[config.mk]
export PLATFORM = sky130hd
export DESIGN_NAME = slc_top
export DESIGN_NICKNAME = d
export VERILOG_FILES = /design/src/rtl/dummy_removed.sv /design/src/rtl/slc_pkg.sv /design/src/rtl/slc_top.sv
export SDC_FILE = /design/constraint.sdc
export NUM_CORES = 1
export LEC_CHECK = 0
export BUFFER_PORTS_ARGS = -buffer_cell sky130_fd_sc_hd__buf_2
export CAP_MARGIN = 40
export CORE_MARGIN = 2
export CORE_UTILIZATION = 25
export CTS_CLUSTER_SIZE = 10
export DETAILED_ROUTE_END_ITERATION = 10
export MAX_ROUTING_LAYER = met4
export PLACE_DENSITY = 0.44
export SYNTH_ARGS = -nofsm -noshare
export SYNTH_HDL_FRONTEND = slang
export SYNTH_SLANG_ARGS = --single-unit
export TNS_END_PERCENT = 50
[constraint.sdc]
create_clock -name ref_clk -period 5 [get_ports ref_clk]
set_clock_uncertainty 0.05 [all_clocks]
set_input_delay 0.75 -clock ref_clk [delete_from_list [all_inputs] [get_ports ref_clk]]
set_output_delay 0.75 -clock ref_clk [all_outputs]
set_load 0.05 [all_outputs]
[src/rtl/dummy_removed.sv]
`timescale 1ns/1ns

[src/rtl/slc_pkg.sv]
package slc_pkg;

  // Channel and quad counts
  localparam int NUM_QUADS = 2;
  localparam int CH_PER_QUAD = 4;
  localparam int NUM_CH = NUM_QUADS * CH_PER_QUAD;
  localparam int NUM_CFG_CH = 4;
  localparam int PAR_W = 10;

  // Register byte addresses
  localparam logic [17:0] ADDR_TX_CFG_AC = 18'h30022;
  localparam logic [17:0] ADDR_RX_CFG_AC = 18'h30023;
  localparam logic [17:0] ADDR_TX_CFG_AD = 18'h30032;
  localparam logic [17:0] ADDR_RX_CFG_AD = 18'h30033;
  localparam logic [17:0] ADDR_TX_CFG_BC = 18'h30122;
  localparam logic [17:0] ADDR_RX_CFG_BC = 18'h30123;
  localparam logic [17:0] ADDR_TX_CFG_BD = 18'h30132;
  localparam logic [17:0] ADDR_RX_CFG_BD = 18'h30133;
  localparam logic [17:0] ADDR_ALIGN_A = 18'h30805;
  localparam logic [17:0] ADDR_SFIFO_A = 18'h30814;
  localparam logic [17:0] ADDR_ALIGN_B = 18'h30905;
  localparam logic [17:0] ADDR_SFIFO_B = 18'h30914;
  localparam logic [17:0] ADDR_CLK_SEL = 18'h30a00;
  localparam logic [17:0] ADDR_FIFO_THR = 18'h30a01;

  // Reset values
  localparam logic [7:0] TX_CFG_RST = 8'h00;
  localparam logic [7:0] RX_CFG_RST = 8'h20;
  localparam logic [7:0] CLK_SEL_RST = 8'h00;
  localparam logic [7:0] FIFO_THR_RST = 8'h00;

  // Transmit configuration field positions
  localparam int TX_HALF_RATE_BIT = 0;
  localparam int TX_PWR_DOWN_BIT = 1;
  localparam int PREEMPH_LO_BIT = 2;
  localparam int PREEMPH_HI_BIT = 3;
  localparam int TX_HALF_SWING_BIT = 4;
  localparam int TX_RSVD_ZERO_BIT = 5;
  localparam int TX_RSVD_BIT = 6;
  localparam int TX_ENC_EN_BIT = 7;

  // Receive configuration field positions
  localparam int RX_HALF_RATE_BIT = 0;
  localparam int RX_PWR_DOWN_BIT = 1;
  localparam int RX_RSVD_BIT = 2;
  localparam int RX_DEC_EN_BIT = 3;
  localparam int FC_LINK_EN_BIT = 4;

  // Clock select field positions
  localparam int TX_SEL_A_LSB = 0;
  localparam int RX_SEL_A_LSB = 2;
  localparam int TX_SEL_B_LSB = 4;
  localparam int RX_SEL_B_LSB = 6;
  localparam int SEL_W = 2;

  // FIFO threshold field
  localparam int FIFO_MIN_LSB = 5;
  localparam int FIFO_MIN_W = 3;

  // Lane rate multipliers of the reference clock
  localparam logic [4:0] RATE_MULT_HALF = 5'h0a;
  localparam logic [4:0] RATE_MULT_FULL = 5'h14;

  // Returned clock divider: full period in serializer clock rises
  localparam int TX_CLK_DIV = 4;
  localparam logic [0:0] TX_DIV_HALF_LAST = 1'(TX_CLK_DIV / 2 - 1);

  typedef enum logic [1:0] {
    SLC_PE_NONE,
    SLC_PE_MID,
    SLC_PE_MAX
  } slc_preemph_t;

  typedef struct packed {
    logic half_rate;
    logic power_down;
    slc_preemph_t preemph;
    logic half_swing;
    logic encoder_en;
    logic [4:0] rate_mult;
  } slc_tx_ctl_t;

  typedef struct packed {
    logic half_rate;
    logic power_down;
    logic decoder_en;
    logic fc_link_en;
    logic [4:0] rate_mult;
  } slc_rx_ctl_t;

  typedef struct packed {
    logic wr_en;
    logic rd_en;
    logic [17:0] addr;
    logic [7:0] wdata;
  } slc_reg_req_t;

endpackage

[src/rtl/slc_top.sv]
`timescale 1ns/1ns
// Contract
// - Each quad returns a transmit clock at the fabric transmit clock frequency.
// - Returned transmit clock is the selected serializer character clock over four.
// - Each recovered lane clock is its own domain, synchronised separately.
// - Transmit half rate bit 0: set gives ten times, clear twenty times.
// - Transmit bit 1 powers down that channel's transmitter; resets clear.
// - Bits 2 and 3 pick preemphasis none, middle or maximum; reset clear.
// - Transmit bit 4 halves output swing; reset clear.
// - Transmit bit 7 enables the 8b/10b encoder; reset clear.
// - Receive half rate bit 0 sets receive lane rate and divider.
// - Receive bit 1 powers down that channel's receiver; reset clear.
// - Receive register resets to 0x20.
// - Receive bit 3 enables the 8b/10b decoder; reset clear.
// - Receive bit 4 enables link state machine, ignored in XAUI mode.
// - Quad status bits 0 to 3 show word alignment per channel.
// - Quad status bits 4 to 7 show multi-lane alignment per channel.
// - Second status bits 0 to 2 flag pair and quad FIFO overflow.
// - Bits 3 to 5 flag failed synchronisation; bits 6 and 7 zero.
// - Clock select bits 0-1 and 4-5 pick transmit clock source channel.
// - Bits 2-3 and 6-7 pick the quad receive clock source channel.
// - Threshold register bits 5 to 7 hold receive FIFO low threshold.
// - Near-end serial and far-end parallel loopback are supported.

module slc_sync #(
  parameter int W = 1
) (
  input wire logic ref_clk,
  input wire logic rstn,
  input wire logic [W-1:0] async_in,
  output logic [W-1:0] sync_out
);
  logic [W-1:0] s1_reg;
  logic [W-1:0] s2_reg;
  logic [W-1:0] s3_reg;
  logic [W-1:0] out_next;

  // Take a bit only once the second and third stages agree
  assign out_next = (s2_reg & s3_reg) | (sync_out & (s2_reg | s3_reg));

  always_ff @(posedge ref_clk) begin
    if (!rstn) begin
      s1_reg <= '0;
      s2_reg <= '0;
      s3_reg <= '0;
      sync_out <= '0;
    end else begin
      s1_reg <= async_in;
      s2_reg <= s1_reg;
      s3_reg <= s2_reg;
      sync_out <= out_next;
    end
  end
endmodule

module slc_top
  import slc_pkg::*;
(
  // Clock and reset
  input wire logic ref_clk,
  input wire logic rstn,
  // Register port
  input wire slc_pkg::slc_reg_req_t reg_req,
  output logic [7:0] reg_rdata,
  output logic reg_rd_valid,
  // Serializer and recovered clocks, all quads
  input wire logic [slc_pkg::NUM_CH-1:0] serializer_char_clock,
  input wire logic [slc_pkg::NUM_CH-1:0] recovered_lane_clock,
  // Returned and receive clocks to fabric
  output logic [slc_pkg::NUM_QUADS-1:0] returned_tx_clock,
  output logic [slc_pkg::NUM_QUADS-1:0] quad_rx_clock,
  // Live status from the receive logic
  input wire logic [slc_pkg::NUM_CH-1:0] word_aligned_flag,
  input wire logic [slc_pkg::NUM_CH-1:0] multi_lane_aligned_flag,
  input wire logic [3:0] pair_fifo_overflow,
  input wire logic [1:0] quad_fifo_overflow,
  input wire logic [3:0] pair_sync_lost,
  input wire logic [1:0] quad_sync_lost,
  // Channel mode and loopback controls
  input wire logic [slc_pkg::NUM_CFG_CH-1:0] xaui_lane_mode,
  input wire logic [slc_pkg::NUM_CFG_CH-1:0] near_loop_en,
  input wire logic [slc_pkg::NUM_CFG_CH-1:0] far_loop_en,
  // Serial line
  input wire logic [slc_pkg::NUM_CFG_CH-1:0] serial_rx_in,
  input wire logic [slc_pkg::NUM_CFG_CH-1:0] ser_tx_bit,
  output logic [slc_pkg::NUM_CFG_CH-1:0] serial_tx_out,
  output logic [slc_pkg::NUM_CFG_CH-1:0] cdr_rx_bit,
  // Parallel data at the serializer boundary
  input wire logic [slc_pkg::NUM_CFG_CH-1:0][slc_pkg::PAR_W-1:0] fabric_tx_par,
  input wire logic [slc_pkg::NUM_CFG_CH-1:0][slc_pkg::PAR_W-1:0] des_rx_par,
  output logic [slc_pkg::NUM_CFG_CH-1:0][slc_pkg::PAR_W-1:0] ser_tx_par,
  // Channel controls to the transceiver
  output slc_pkg::slc_tx_ctl_t [slc_pkg::NUM_CFG_CH-1:0] tx_ctl,
  output slc_pkg::slc_rx_ctl_t [slc_pkg::NUM_CFG_CH-1:0] rx_ctl,
  output logic [slc_pkg::FIFO_MIN_W-1:0] rx_fifo_min_lsb
);
  import slc_pkg::*;

  localparam int STAT_W = 2 * NUM_CH + 12;
  localparam int PIN_W = 3 * NUM_CFG_CH;

  logic [NUM_CFG_CH-1:0][7:0] tx_cfg_reg;
  logic [NUM_CFG_CH-1:0][7:0] rx_cfg_reg;
  logic [7:0] clk_sel_reg;
  logic [7:0] fifo_thr_reg;
  logic [NUM_CFG_CH-1:0] tx_cfg_hit;
  logic [NUM_CFG_CH-1:0] rx_cfg_hit;
  logic [NUM_CFG_CH-1:0][17:0] tx_cfg_addr;
  logic [NUM_CFG_CH-1:0][17:0] rx_cfg_addr;
  logic [7:0] rd_mux;
  logic [7:0] align_a;
  logic [7:0] align_b;
  logic [7:0] sfifo_a;
  logic [7:0] sfifo_b;
  logic [STAT_W-1:0] stat_raw;
  logic [STAT_W-1:0] stat_sync;
  logic [PIN_W-1:0] pin_sync;
  logic [NUM_CFG_CH-1:0] xaui_s;
  logic [NUM_CFG_CH-1:0] near_s;
  logic [NUM_CFG_CH-1:0] rx_in_s;
  logic [NUM_CH-1:0] char_clk_s;
  logic [NUM_CH-1:0] rec_clk_s;
  logic [NUM_QUADS-1:0][SEL_W-1:0] tx_sel;
  logic [NUM_QUADS-1:0][SEL_W-1:0] rx_sel;
  logic [NUM_QUADS-1:0] char_sel;
  logic [NUM_QUADS-1:0] char_prev_reg;
  logic [NUM_QUADS-1:0] char_rise;
  logic [NUM_QUADS-1:0][0:0] div_cnt_reg;
  logic [NUM_QUADS-1:0][0:0] div_cnt_next;
  logic [NUM_QUADS-1:0] ret_clk_next;
  logic [NUM_QUADS-1:0] rx_clk_next;
  logic [NUM_CFG_CH-1:0] far_s;
  logic [7:0] thr_wdata;
  slc_tx_ctl_t [NUM_CFG_CH-1:0] tx_ctl_next;
  slc_rx_ctl_t [NUM_CFG_CH-1:0] rx_ctl_next;

  assign tx_cfg_addr = {ADDR_TX_CFG_BD, ADDR_TX_CFG_BC,
                        ADDR_TX_CFG_AD, ADDR_TX_CFG_AC};
  assign rx_cfg_addr = {ADDR_RX_CFG_BD, ADDR_RX_CFG_BC,
                        ADDR_RX_CFG_AD, ADDR_RX_CFG_AC};

  // Status inputs pass their own synchroniser before reaching the bus
  assign stat_raw = {quad_sync_lost, pair_sync_lost, quad_fifo_overflow,
                     pair_fifo_overflow, multi_lane_aligned_flag,
                     word_aligned_flag};

  slc_sync #(.W(STAT_W)) u_stat_sync (
    .ref_clk(ref_clk),
    .rstn(rstn),
    .async_in(stat_raw),
    .sync_out(stat_sync)
  );

  // Mode and loopback pins
  slc_sync #(.W(PIN_W)) u_pin_sync (
    .ref_clk(ref_clk),
    .rstn(rstn),
    .async_in({serial_rx_in, near_loop_en, xaui_lane_mode}),
    .sync_out(pin_sync)
  );

  slc_sync #(.W(NUM_CFG_CH)) u_far_sync (
    .ref_clk(ref_clk),
    .rstn(rstn),
    .async_in(far_loop_en),
    .sync_out(far_s)
  );

  assign xaui_s = pin_sync[NUM_CFG_CH-1:0];
  assign near_s = pin_sync[2*NUM_CFG_CH-1:NUM_CFG_CH];
  assign rx_in_s = pin_sync[PIN_W-1:2*NUM_CFG_CH];

  // Each foreign clock gets its own synchroniser chain
  generate
    for (genvar c = 0; c < NUM_CH; c++) begin : g_clk_sync
      slc_sync #(.W(1)) u_char_sync (
        .ref_clk(ref_clk),
        .rstn(rstn),
        .async_in(serializer_char_clock[c]),
        .sync_out(char_clk_s[c])
      );
      slc_sync #(.W(1)) u_rec_sync (
        .ref_clk(ref_clk),
        .rstn(rstn),
        .async_in(recovered_lane_clock[c]),
        .sync_out(rec_clk_s[c])
      );
    end
  endgenerate

  // Status words, channels A to D from bit 0 upward
  localparam int MLA = NUM_CH;
  localparam int POV = 2 * NUM_CH;
  localparam int QOV = POV + 4;
  localparam int PSL = QOV + 2;
  localparam int QSL = PSL + 4;

  assign align_a = {stat_sync[MLA +: 4], stat_sync[0 +: 4]};
  assign align_b = {stat_sync[MLA+4 +: 4], stat_sync[4 +: 4]};
  assign sfifo_a = {2'h0, stat_sync[QSL], stat_sync[PSL +: 2],
                    stat_sync[QOV], stat_sync[POV +: 2]};
  assign sfifo_b = {2'h0, stat_sync[QSL+1], stat_sync[PSL+2 +: 2],
                    stat_sync[QOV+1], stat_sync[POV+2 +: 2]};

  // Address decode
  generate
    for (genvar i = 0; i < NUM_CFG_CH; i++) begin : g_hit
      assign tx_cfg_hit[i] = reg_req.addr == tx_cfg_addr[i];
      assign rx_cfg_hit[i] = reg_req.addr == rx_cfg_addr[i];
    end
  endgenerate

  // Read selection; unmapped addresses read zero
  always_comb begin
    rd_mux = 8'h00;
    for (int i = 0; i < NUM_CFG_CH; i++) begin
      if (tx_cfg_hit[i]) begin
        rd_mux = tx_cfg_reg[i] & ~(8'h01 << TX_RSVD_BIT);
      end
      if (rx_cfg_hit[i]) begin
        rd_mux = rx_cfg_reg[i];
      end
    end
    unique case (reg_req.addr)
      ADDR_ALIGN_A: rd_mux = align_a;
      ADDR_ALIGN_B: rd_mux = align_b;
      ADDR_SFIFO_A: rd_mux = sfifo_a;
      ADDR_SFIFO_B: rd_mux = sfifo_b;
      ADDR_CLK_SEL: rd_mux = clk_sel_reg;
      ADDR_FIFO_THR: rd_mux = fifo_thr_reg;
      default: rd_mux = rd_mux;
    endcase
  end

  // Only the threshold field of the threshold register is writable
  assign thr_wdata = reg_req.wdata & (8'(3'h7) << FIFO_MIN_LSB);

  always_ff @(posedge ref_clk) begin
    if (!rstn) begin
      reg_rdata <= 8'h00;
      reg_rd_valid <= 1'b0;
    end else begin
      reg_rd_valid <= reg_req.rd_en & ~reg_req.wr_en;
      if (reg_req.rd_en && !reg_req.wr_en) begin
        reg_rdata <= rd_mux;
      end
    end
  end

  // Channel configuration registers
  always_ff @(posedge ref_clk) begin
    if (!rstn) begin
      for (int i = 0; i < NUM_CFG_CH; i++) begin
        tx_cfg_reg[i] <= TX_CFG_RST;
        rx_cfg_reg[i] <= RX_CFG_RST;
      end
    end else if (reg_req.wr_en) begin
      for (int i = 0; i < NUM_CFG_CH; i++) begin
        if (tx_cfg_hit[i]) begin
          tx_cfg_reg[i] <= reg_req.wdata;
        end
        if (rx_cfg_hit[i]) begin
          rx_cfg_reg[i] <= reg_req.wdata;
        end
      end
    end
  end

  // Common control registers
  always_ff @(posedge ref_clk) begin
    if (!rstn) begin
      clk_sel_reg <= CLK_SEL_RST;
      fifo_thr_reg <= FIFO_THR_RST;
    end else if (reg_req.wr_en) begin
      if (reg_req.addr == ADDR_CLK_SEL) begin
        clk_sel_reg <= reg_req.wdata;
      end
      if (reg_req.addr == ADDR_FIFO_THR) begin
        fifo_thr_reg <= thr_wdata;
      end
    end
  end

  assign rx_fifo_min_lsb = fifo_thr_reg[FIFO_MIN_LSB +: FIFO_MIN_W];

  // Channel controls, decoded from the register flops
  generate
    for (genvar i = 0; i < NUM_CFG_CH; i++) begin : g_ctl
      logic [1:0] pe_bits;
      assign pe_bits = {tx_cfg_reg[i][PREEMPH_HI_BIT],
                        tx_cfg_reg[i][PREEMPH_LO_BIT]};
      assign tx_ctl_next[i].half_rate = tx_cfg_reg[i][TX_HALF_RATE_BIT];
      assign tx_ctl_next[i].rate_mult = tx_cfg_reg[i][TX_HALF_RATE_BIT] ?
        RATE_MULT_HALF : RATE_MULT_FULL;
      assign tx_ctl_next[i].power_down =
        tx_cfg_reg[i][TX_PWR_DOWN_BIT];
      assign tx_ctl_next[i].preemph = (pe_bits == 2'h3) ? SLC_PE_MAX :
        (pe_bits == 2'h0) ? SLC_PE_NONE : SLC_PE_MID;
      assign tx_ctl_next[i].half_swing =
        tx_cfg_reg[i][TX_HALF_SWING_BIT];
      assign tx_ctl_next[i].encoder_en =
        tx_cfg_reg[i][TX_ENC_EN_BIT];
      assign rx_ctl_next[i].half_rate = rx_cfg_reg[i][RX_HALF_RATE_BIT];
      assign rx_ctl_next[i].rate_mult = rx_cfg_reg[i][RX_HALF_RATE_BIT] ?
        RATE_MULT_HALF : RATE_MULT_FULL;
      assign rx_ctl_next[i].power_down =
        rx_cfg_reg[i][RX_PWR_DOWN_BIT];
      assign rx_ctl_next[i].decoder_en =
        rx_cfg_reg[i][RX_DEC_EN_BIT];
      // Link machine enable is forced off by XAUI mode
      assign rx_ctl_next[i].fc_link_en =
        rx_cfg_reg[i][FC_LINK_EN_BIT] & ~xaui_s[i];
    end
  endgenerate

  // Controls leave the block from flops
  always_ff @(posedge ref_clk) begin
    if (!rstn) begin
      for (int i = 0; i < NUM_CFG_CH; i++) begin
        tx_ctl[i] <= '{1'b0, 1'b0, SLC_PE_NONE, 1'b0, 1'b0, RATE_MULT_FULL};
        rx_ctl[i] <= '{1'b0, 1'b0, 1'b0, 1'b0, RATE_MULT_FULL};
      end
    end else begin
      tx_ctl <= tx_ctl_next;
      rx_ctl <= rx_ctl_next;
    end
  end

  // Clock source selectors; code {bit1,bit0} is the channel index
  assign tx_sel[0] = clk_sel_reg[TX_SEL_A_LSB +: SEL_W];
  assign tx_sel[1] = clk_sel_reg[TX_SEL_B_LSB +: SEL_W];
  assign rx_sel[0] = clk_sel_reg[RX_SEL_A_LSB +: SEL_W];
  assign rx_sel[1] = clk_sel_reg[RX_SEL_B_LSB +: SEL_W];

  // Returned transmit clock toggles every second rise of the source
  generate
    for (genvar q = 0; q < NUM_QUADS; q++) begin : g_quad_clk
      assign char_sel[q] = char_clk_s[q*CH_PER_QUAD + int'(tx_sel[q])];
      assign char_rise[q] = char_sel[q] & ~char_prev_reg[q];
      assign div_cnt_next[q] = (div_cnt_reg[q] == TX_DIV_HALF_LAST) ?
                               1'b0 : div_cnt_reg[q] + 1'b1;
      assign ret_clk_next[q] = (div_cnt_reg[q] == TX_DIV_HALF_LAST) ?
                               ~returned_tx_clock[q] :
                               returned_tx_clock[q];
      assign rx_clk_next[q] =
        rec_clk_s[q*CH_PER_QUAD + int'(rx_sel[q])];
    end
  endgenerate

  always_ff @(posedge ref_clk) begin
    if (!rstn) begin
      char_prev_reg <= '0;
      div_cnt_reg <= '0;
      returned_tx_clock <= '0;
      quad_rx_clock <= '0;
    end else begin
      char_prev_reg <= char_sel;
      quad_rx_clock <= rx_clk_next;
      for (int q = 0; q < NUM_QUADS; q++) begin
        if (char_rise[q]) begin
          div_cnt_reg[q] <= div_cnt_next[q];
          returned_tx_clock[q] <= ret_clk_next[q];
        end
      end
    end
  end

  // Near-end serial and far-end parallel loopback paths
  always_ff @(posedge ref_clk) begin
    if (!rstn) begin
      serial_tx_out <= '0;
      cdr_rx_bit <= '0;
      ser_tx_par <= '0;
    end else begin
      serial_tx_out <= ser_tx_bit;
      for (int i = 0; i < NUM_CFG_CH; i++) begin
        cdr_rx_bit[i] <= near_s[i] ? serial_tx_out[i] : rx_in_s[i];
        ser_tx_par[i] <= far_s[i] ? des_rx_par[i] : fabric_tx_par[i];
      end
    end
  end

endmodule

==> impl_metrics.tcl, run 1 <==
set metrics [dict create \
    outcome "completed" \
    synth-xor-area-share_pct 0.473 \
    synthMuxAreaShare_pct 9.47 \
    yosysWarnings 0 \
    setup_viol 0 \
    grt_pass1_vias 9800 \
    synth.top_cells.by_count "dfxtp_1 (424), and2_1 (219), mux2i_1 (113)" \
    synth.top_cell.area_share_pct 57.4 \
    clockPowerShare_pct 46.4 \
    slew_violations 0 \
    io_buffers 309 \
    clock_latency_ns 0.61 \
    seq_power_share_pct 48.4 \
    postCtsSetupRepairBufs 0 \
    yosysMostFrequentCell "dfxtp_1" \
    synth_compound_area_share_pct 9.09 \
    dieWidth_um 247 \
    grt_max_degree 172 \
    ys_seq_elements 424 \
    final_util_pct 31.3 \
    antenna_found_initial 1 \
    startpoint "reg_req[11]" \
    dieHeight_um 247 \
    rsz0062_at_grt "no" \
    fin_crit_ns 2.52 \
    ff_latch_area_um2 8490 \
    path_class "in -> reg" \
    whs_ns 0.298 \
    grt_pass1_wl_um 56200 \
    crit_slowest_cell "and4_1" \
    fmax_mhz 397 \
    boundaryPins 318 \
    ys.flop_type "dfxtp_1" \
    clkSinkCount 424 \
    slowest_delay_ns 0.58 \
    hpwl_um 26100 \
    power.share.combinational_pct 5.2 \
    worst_pin_slew_ns 0.861 \
    num_vias 10143 \
    crit_cells 7 \
    firstDrtPassIters 4 \
    synth.largest_area_cell "dfxtp_1" \
    cts-root-buf "clkbuf_16" \
    syn_inst 1394 \
    synth-adder-area-share_pct 0 \
    cts_resized 0 \
    critPathMaxFanout 9 \
    endpoint "rx_cfg_reg[13]" \
    wl_per_cell_um 15.1 \
    drv_cap 0 \
    viasPerCell 4.12 \
    intPower_mw 5.53 \
    hp-class "in -> reg" \
    rrSetupSlack_ns 3.42 \
    drive_gt1_share_pct 24.6 \
    synth_area_um2 14800 \
    start_util_pct 25.2 \
    grt_overflow 0 \
    largest_register_ffs 40 \
    start_kind "input port" \
    critPathCaptureType "register" \
    die_area_um2 61200 \
    nets 1839 \
    switching_share_pct 23.4 \
    period_share_pct 50.4 \
    rows 89 \
    path_cells "buf_2 > nor3b_1 > nand3_1 > nor3_2 > and4_1 > mux2i_1 > nand2_1" \
    grt_usage_pct 12.2 \
    setup_tns_ns 0 \
    synthTopCellsByArea "dfxtp_1 (57%), and2_1 (9.3%), mux2i_1 (7.6%)" \
    final_cells 2459 \
    critPathArrivalTime_ns 2.92 \
    max-vdd-ir-drop_uv 247 \
    ant_nets 0 \
    coreArea_um2 58800 \
    synth-async-reset-ratio_pct 0 \
    place_congestion 0.780 \
    p_sw_mw 1.69 \
    syn_area_per_cell_um2 10.6 \
    yosysUniqueCellTypes 58 \
    holdBufCountCts 0 \
    dp_cells 2385 \
    cp_data_required_time_ns 5.40 \
    clkSlewWorstSetupHoldPaths_ns 0.06 \
    timing.slew.headroom_pct 42.6 \
    wl_um 37000 \
    leakagePower_nw 7.55 \
    multi_input_area_um2 5760 \
    cts_made_buffers 51 \
    r2r-end "returned_tx_clock[1]" \
    drtIter0Drc 417 \
    synth_enable_flop_cells 0 \
    reg2reg_depth 4 \
    cts_tree "done" \
    cts_max_level 2 \
    hold_violations 0 \
    r2r-start "clk_sel_reg[4]" \
    num-fill-cells 6103 \
    synth_top_family_by_area "simple AND/OR/NAND/NOR gates" \
    synth_simple_gate_area_share_pct 19.7 \
    cp_top_family "simple AND/OR/NAND/NOR gates" \
    drc 0 \
    area_growth_pct 24.2 \
    ys_seq_area_share_pct 57.4 \
    powerDensity_nw_per_um2 393 \
    path_buf_inv 1 \
    cts_buffer_depth 3 \
]
[area by class of cell]
class                           instances  area share (%)
Inverter                               11           0.225
Clock inverter                          8           0.586
Tap cell                              773            5.26
Clock buffer                           65            7.50
Antenna cell                            1          0.0136
Sequential cell                       424            46.2
Multi-Input combinational cell        860            31.3
Timing Repair Buffer                  317            8.88
[per-stage QoR]
step	total power, mW	setup slack [ns]	instance area [um2]
floorplan	3.81	2.54	14800
global placement	3.94	1.85	16900
detailed placement	3.95	1.85	16900
CTS	7.38	2.50	18400
global route	7.55	2.32	18400
finish	7.22	2.48	18400
[worst min path at each step]
stage,from,endpoint,slack (ns),cells past startpoint
2_1_floorplan,tx_cfg_reg[24],tx_ctl[35],0.33,1
3_3_place_gp,u_stat_sync.s1_reg[9],u_stat_sync.s2_reg[9],0.36,1
3_5_place_dp,rx_cfg_reg[24],rx_ctl[29],0.36,1
4_1_cts,word_aligned_flag[5],u_stat_sync.s1_reg[5],0.25,2
5_1_grt,multi_lane_aligned_flag[0],u_stat_sync.s1_reg[8],0.27,2
6_report,serializer_char_clock[6],g_clk_sync[6].u_char_sync.s1_reg,0.30,2
[power groups by stage]
stage | sequential (mW) | combinational (mW) | clock, mW
5_1_grt | 3.50 | 0.409 | 3.64
3_5_place_dp | 3.57 | 0.382 | 0
2_1_floorplan | 3.64 | 0.167 | 0
6_report | 3.49 | 0.374 | 3.35
4_1_cts | 3.49 | 0.383 | 3.50
3_3_place_gp | 3.57 | 0.377 | 0
[cell families (layout without fill, tap and decap cells)]
logic type,Yosys count,count (layout)
xor gates and xnor gates,8,8
and+or+nand+nor,502,502
other,1,9
AOI/OAI and AO/OA,210,210
muxes,132,132
buffers and inverters,117,401
DFF,424,424
[routing by layer]
| layer | GRT usage (%) | up-vias | part of all wire, % |
|---|---|---|---|
| met2 | 19.7 | 198 | 49 |
| li1 | - | 5126 | - |
| met4 | 4.58 | 0 | 2.1 |
| met3 | 2.28 | 54 | 4.4 |
| met5 | - | - | 0 |
| met1 | 15.2 | 4765 | 45 |
[cells in the final DEF (no fill, tap or decap), types with 10 or more instances in the layout]
cell type  netlist  layout
dfxtp_1        424     424
inv_1           11      11
nor2_1          13      13
nand3_1         17      17
mux2_2          14      14
o21ai_0         95      95
clkbuf_16        0      51
and2_1         219     219
a21boi_0        67      67
nor2b_1         94      94
mux2i_1        113     113
a21oi_1         10      10
nand2_1        112     112
buf_2            5     308
[worst register-to-register path, cell delays in order (launching register included)]
cell and delay [ns]:
dfxtp_1 0.48, mux4_2 0.57, nand3b_1 0.15, xnor2_1 0.08, and2_1 0.15
(Power assumes the default switching activity.)
==> run 2, diff against run 1 <==
--- a/config.mk
+++ b/config.mk
@@ -12,7 +12,7 @@
 export CTS_CLUSTER_SIZE = 10
 export DETAILED_ROUTE_END_ITERATION = 10
 export MAX_ROUTING_LAYER = met4
-export PLACE_DENSITY = 0.44
+export PLACE_DENSITY = 0.45
 export SYNTH_ARGS = -nofsm -noshare
 export SYNTH_HDL_FRONTEND = slang
 export SYNTH_SLANG_ARGS = --single-unit
==> constraint.sdc (replaced) <==
create_clock -name ref_clk -period 2.3 [get_ports ref_clk]
set_clock_uncertainty 0.05 [all_clocks]
set_input_delay 0.345 -clock ref_clk [delete_from_list [all_inputs] [get_ports ref_clk]]
set_output_delay 0.345 -clock ref_clk [all_outputs]
set_load 0.05 [all_outputs]
==> impl_metrics.tcl, run 2 (synthesized netlist as in run 1, its figures left out) <==
set metrics [dict create \
    cts_made_buffers 51 \
    cp_data_required_time_ns 2.73 \
    clkSlewWorstSetupHoldPaths_ns 0.05 \
    firstDrtPassIters 4 \
    drv_cap 0 \
    grt_usage_pct 12.8 \
    drive_gt1_share_pct 23.7 \
    drtIter0Drc 401 \
    ant_nets 0 \
    slew_violations 0 \
    area_growth_pct 35.5 \
    nets 2007 \
    cts-root-buf "clkbuf_16" \
    worst_pin_slew_ns 0.660 \
    boundaryPins 318 \
    cts_max_level 2 \
    grt_overflow 0 \
    clkSinkCount 424 \
    fmax_mhz 557 \
    cts_tree "done" \
    p_sw_mw 3.62 \
    setup_viol 0 \
    clock_latency_ns 0.59 \
    die_area_um2 61200 \
    grt_pass1_vias 10554 \
    period_share_pct 78.1 \
    wl_per_cell_um 14.8 \
    io_buffers 309 \
    clockPowerShare_pct 45.9 \
    mostFrequentLayoutCells "dfxtp_1 (424), buf_2 (308), and2_1 (219), dlygate4sd3_1 (142), mux2i_1 (113)" \
    path_cells "mux2i_1 > dlygate4sd3_1 > nor2b_1" \
    start_kind "register" \
    leakagePower_nw 8.30 \
    critPathCaptureType "register" \
    num-fill-cells 5987 \
    dieHeight_um 247 \
    wl_um 38900 \
    outcome "completed" \
    grt_max_degree 124 \
    path_class "reg -> reg" \
    coreArea_um2 58800 \
    cts_buffer_depth 3 \
    hp-class "in -> reg" \
    seq_power_share_pct 47.6 \
    num_vias 10872 \
    crit_slowest_cell "dfxtp_1" \
    intPower_mw 12.3 \
    hold_violations 0 \
    rrSetupSlack_ns 0.50 \
    largest_register_ffs 40 \
    layout_commonest_cell "dfxtp_1" \
    switching_share_pct 22.7 \
    antenna_found_initial 0 \
    drc 0 \
    slowest_delay_ns 0.72 \
    dieWidth_um 247 \
    critPathArrivalTime_ns 2.23 \
    grt_pass1_wl_um 59000 \
    start_util_pct 25.2 \
    postCtsSetupRepairBufs 0 \
    setup_tns_ns 0 \
    fin_crit_ns 1.80 \
    hpwl_um 26900 \
    place_congestion 0.780 \
    powerDensity_nw_per_um2 795 \
    diodes 0 \
    viasPerCell 4.14 \
    power.share.combinational_pct 6.5 \
    timing.slew.headroom_pct 56.0 \
    whs_ns 0.0421 \
    rsz0062_at_grt "no" \
    rows 89 \
    max-vdd-ir-drop_uv 440 \
    critPathMaxFanout 12 \
]
## run 2: changes by cell type in the layout (fill, tap and decap cells not counted), sizes merged
cell | before | now
diode | 1 | 0
clkbuf | 65 | 66
clkdlybuf4s18 | 1 | 0
buf | 316 | 343
clkinv | 6 | 4
dlygate4sd3 | 0 | 142
bufinv | 0 | 1
## run 2: routing by layer
layer / GRT usage, % / wire length, um / up-vias
li1: - / - / 5467
met1: 15.0 / 16400 / 5101
met2: 21.1 / 19000 / 231
met3: 2.85 / 2310 / 73
met5: - / 0 / -
met4: 5.23 / 1120 / 0
## run 2: worst paths after layout
check	from	to	cells after the start
hold / removal	fabric_tx_par[28]	ser_tx_par[28]	3
setup / recovery	u_far_sync.sync_out[0]	ser_tx_par[9]	3
hold reg to reg	u_stat_sync.s1_reg[18]	u_stat_sync.s2_reg[18]	1
setup reg to reg	u_far_sync.sync_out[0]	ser_tx_par[9]	3
## run 2: timing repair
item / in CTS / in global routing
gates resized for setup: 0 / 0
endpoints found under the hold margin: 103 / 0
hold buffers: 142 / 0
## run 2: cell type report
| type | count | area, um2 | share of cell area [%] |
|---|---|---|---|
| Clock buffer | 66 | 1390 | 6.94 |
| Clock inverter | 7 | 100 | 0.499 |
| Inverter | 11 | 41.3 | 0.206 |
| Multi-Input combinational cell | 860 | 5760 | 28.7 |
| Sequential cell | 424 | 8490 | 42.3 |
| Tap cell | 773 | 967 | 4.82 |
| Timing Repair Buffer | 485 | 3310 | 16.5 |
## run 2: critical path: cells and delay by family, from the launching register on
kind	cells	cell delay, ns
flip-flops	1	0.72
buffers and inverters	1	0.59
multiplexers	1	0.27
AND/OR/NAND/NOR	1	0.05
## run 2: power by group through the flow
| stage | logic [mW] | registers, mW | clock network (mW) |
|---|---|---|---|
| finish | 1.04 | 7.60 | 7.32 |
| global route | 1.13 | 7.61 | 7.95 |
| CTS | 1.05 | 7.60 | 7.67 |
| detailed placement | 0.860 | 7.75 | 0 |
| global placement | 0.851 | 7.75 | 0 |
| floorplan | 0.364 | 7.91 | 0 |
## run 2: per-stage QoR
step	cells	utilization [%]	instance area, um2	total power [mW]	worst slack, ns
floorplan	1401	-	14800	8.27	0.244
global placement	2410	29.1	17100	8.60	0.0233
finish	2626	34.1	20100	16.0	0.504
global route	2626	34.1	20100	16.7	0.389
detailed placement	2411	29.2	17100	8.62	0.0484
CTS	2626	34.1	20100	16.3	0.487
==> run 3, diff against run 2 <==
==> constraint.sdc (replaced) <==
create_clock -name ref_clk -period 1.54 [get_ports ref_clk]
set_clock_uncertainty 0.05 [all_clocks]
set_input_delay 0.231 -clock ref_clk [delete_from_list [all_inputs] [get_ports ref_clk]]
set_output_delay 0.231 -clock ref_clk [all_outputs]
set_load 0.05 [all_outputs]
==> impl_metrics.tcl, run 3 (synthesized netlist as in run 1, its figures left out) <==
set metrics [dict create \
    path_class "in -> reg" \
    grt_usage_pct 13.0 \
    fin_ws_ns 0.0296 \
    whs_path_depth 3 \
    drc 0 \
    io_buffers 309 \
    hpwl_um 27300 \
    start_kind "input port" \
    viasPerCell 4.10 \
    boundaryPins 318 \
    powerDensity_nw_per_um2 1150 \
    cts-root-buf "clkbuf_16" \
    start_util_pct 25.2 \
    num-fill-cells 5963 \
    rrSetupSlack_ns 0.04 \
    drive_gt1_share_pct 27.1 \
    slew_violations 0 \
    r2r-end "ser_tx_par[8]" \
    period_share_pct 98.1 \
    reg2reg_depth 4 \
    hp-start "rstn" \
    cts_buffer_depth 3 \
    rows 89 \
    leakagePower_nw 8.74 \
    drv_cap 0 \
    critPathMaxFanout 9 \
    clkSlewWorstSetupHoldPaths_ns 0.05 \
    dieWidth_um 247 \
    grt_max_degree 76 \
    firstDrtPassIters 4 \
    mostFrequentLayoutCells "dfxtp_1 (412), buf_2 (281), and2_1 (218), dlygate4sd3_1 (153), mux2i_1 (113)" \
    drtIter0Drc 438 \
    diodes 0 \
    critPathArrivalTime_ns 1.93 \
    hp-class "in -> reg" \
    cts_max_level 2 \
    coreArea_um2 58800 \
    setup_viol 0 \
    place_congestion 0.789 \
    r2r-start "u_far_sync.sync_out[0]" \
    critPathCaptureType "register" \
    cts_made_buffers 51 \
    area_growth_pct 41.7 \
    num_vias 11076 \
    hold_violations 0 \
    die_area_um2 61200 \
    clkSinkCount 424 \
    layout_commonest_cell "dfxtp_1" \
    worst_pin_slew_ns 0.717 \
    timing.slew.headroom_pct 52.1 \
    min_to "u_stat_sync.s3_reg[7]" \
    dp_slack_ns -0.579 \
    cp_data_required_time_ns 1.96 \
    wl_um 39600 \
    grt_overflow 0 \
    antenna_found_initial 0 \
    wl_per_cell_um 14.7 \
    outcome "completed" \
    rsz0062_at_grt "yes" \
    clock_latency_ns 0.59 \
    ant_nets 0 \
    dieHeight_um 247 \
    grt_pass1_wl_um 59900 \
    grt_pass1_vias 11159 \
    largest_register_ffs 40 \
    fin_crit_ns 1.51 \
    cts_tree "done" \
    max-vdd-ir-drop_uv 732 \
    fmax_mhz 662 \
    finalPower_mw 24.0 \
    final_util_pct 35.7 \
    nets 2080 \
]
## run 3: cell types whose count changed in the layout (fill, tap and decap cells not counted), sizes merged
cell          change
dlymetal6s4s      +1
clkinv            -3
bufinv            -1
dlygate4sd3      +11
inv               +2
clkbuf           +12
buf              +52
## run 3: through the flow
step                instances  hold slack, ns  TNS [ns]  cell area (um2)
finish                   2700          0.0594         0            21000
floorplan                1401           0.308    -17.81            14900
CTS                      2696          0.0271         0            20800
global placement         2468           0.366    -30.97            17700
detailed placement       2468           0.367    -33.32            17700
global route             2700          0.0477   -0.0525            21000
## run 3: critical path, cell delays in order
cell and delay (ns):
buf_2 0.11, nor4_4 0.35, nand3_2 0.15, or4_4 0.44, buf_6 0.16, nor2_8 0.21, mux2i_1 0.21, nand2_1 0.07
## run 3: area by class of cell
type | instances | area [um2] | area share [%]
clock inverters | 5 | 61.3 | 0.292
multi-input cells | 860 | 5800 | 27.7
flip-flops and latches | 424 | 8510 | 40.6
inverters | 11 | 41.3 | 0.197
well taps | 773 | 967 | 4.61
repair buffers | 558 | 4140 | 19.8
clock buffers | 69 | 1440 | 6.89
## run 3: where the power goes
group          total, mW  switching [mW]  internal (mW)
Clock               11.0            4.51           6.47
Sequential          11.3          0.0960           11.2
Combinational       1.69           0.856          0.830
Total               24.0            5.47           18.5
## run 3: worst max-delay path by stage
stage                           start        endpoint  slack [ns]
after global routing      reg_req[20]  rx_cfg_reg[18]       -0.02
after floorplan           reg_req[18]  rx_cfg_reg[29]       -0.37
after global placement    reg_req[11]    reg_rdata[3]       -0.57
final                     reg_req[20]  rx_cfg_reg[21]        0.03
after CTS                  rx_ctl[33]      rx_ctl[33]      0.0005
after detailed placement  reg_req[18]  rx_cfg_reg[21]       -0.58
## run 3: repair_timing
action | in CTS | in global routing
buffers inserted | 0 | 1
endpoints found under the hold margin | 151 | 1
pin swaps | 0 | 3
setup endpoints to repair | 20 | 59
gates resized for setup | 36 | 32
cloned | 0 | 3
hold buffers | 154 | 1
## run 3: routing by layer
layer,global-route usage (%),vias to the layer above,part of all wire (%)
met5,-,-,0
met4,4.37,0,2.1
met3,2.97,59,5.0
met2,21.7,209,49
met1,15.3,5196,44
li1,-,5612,-
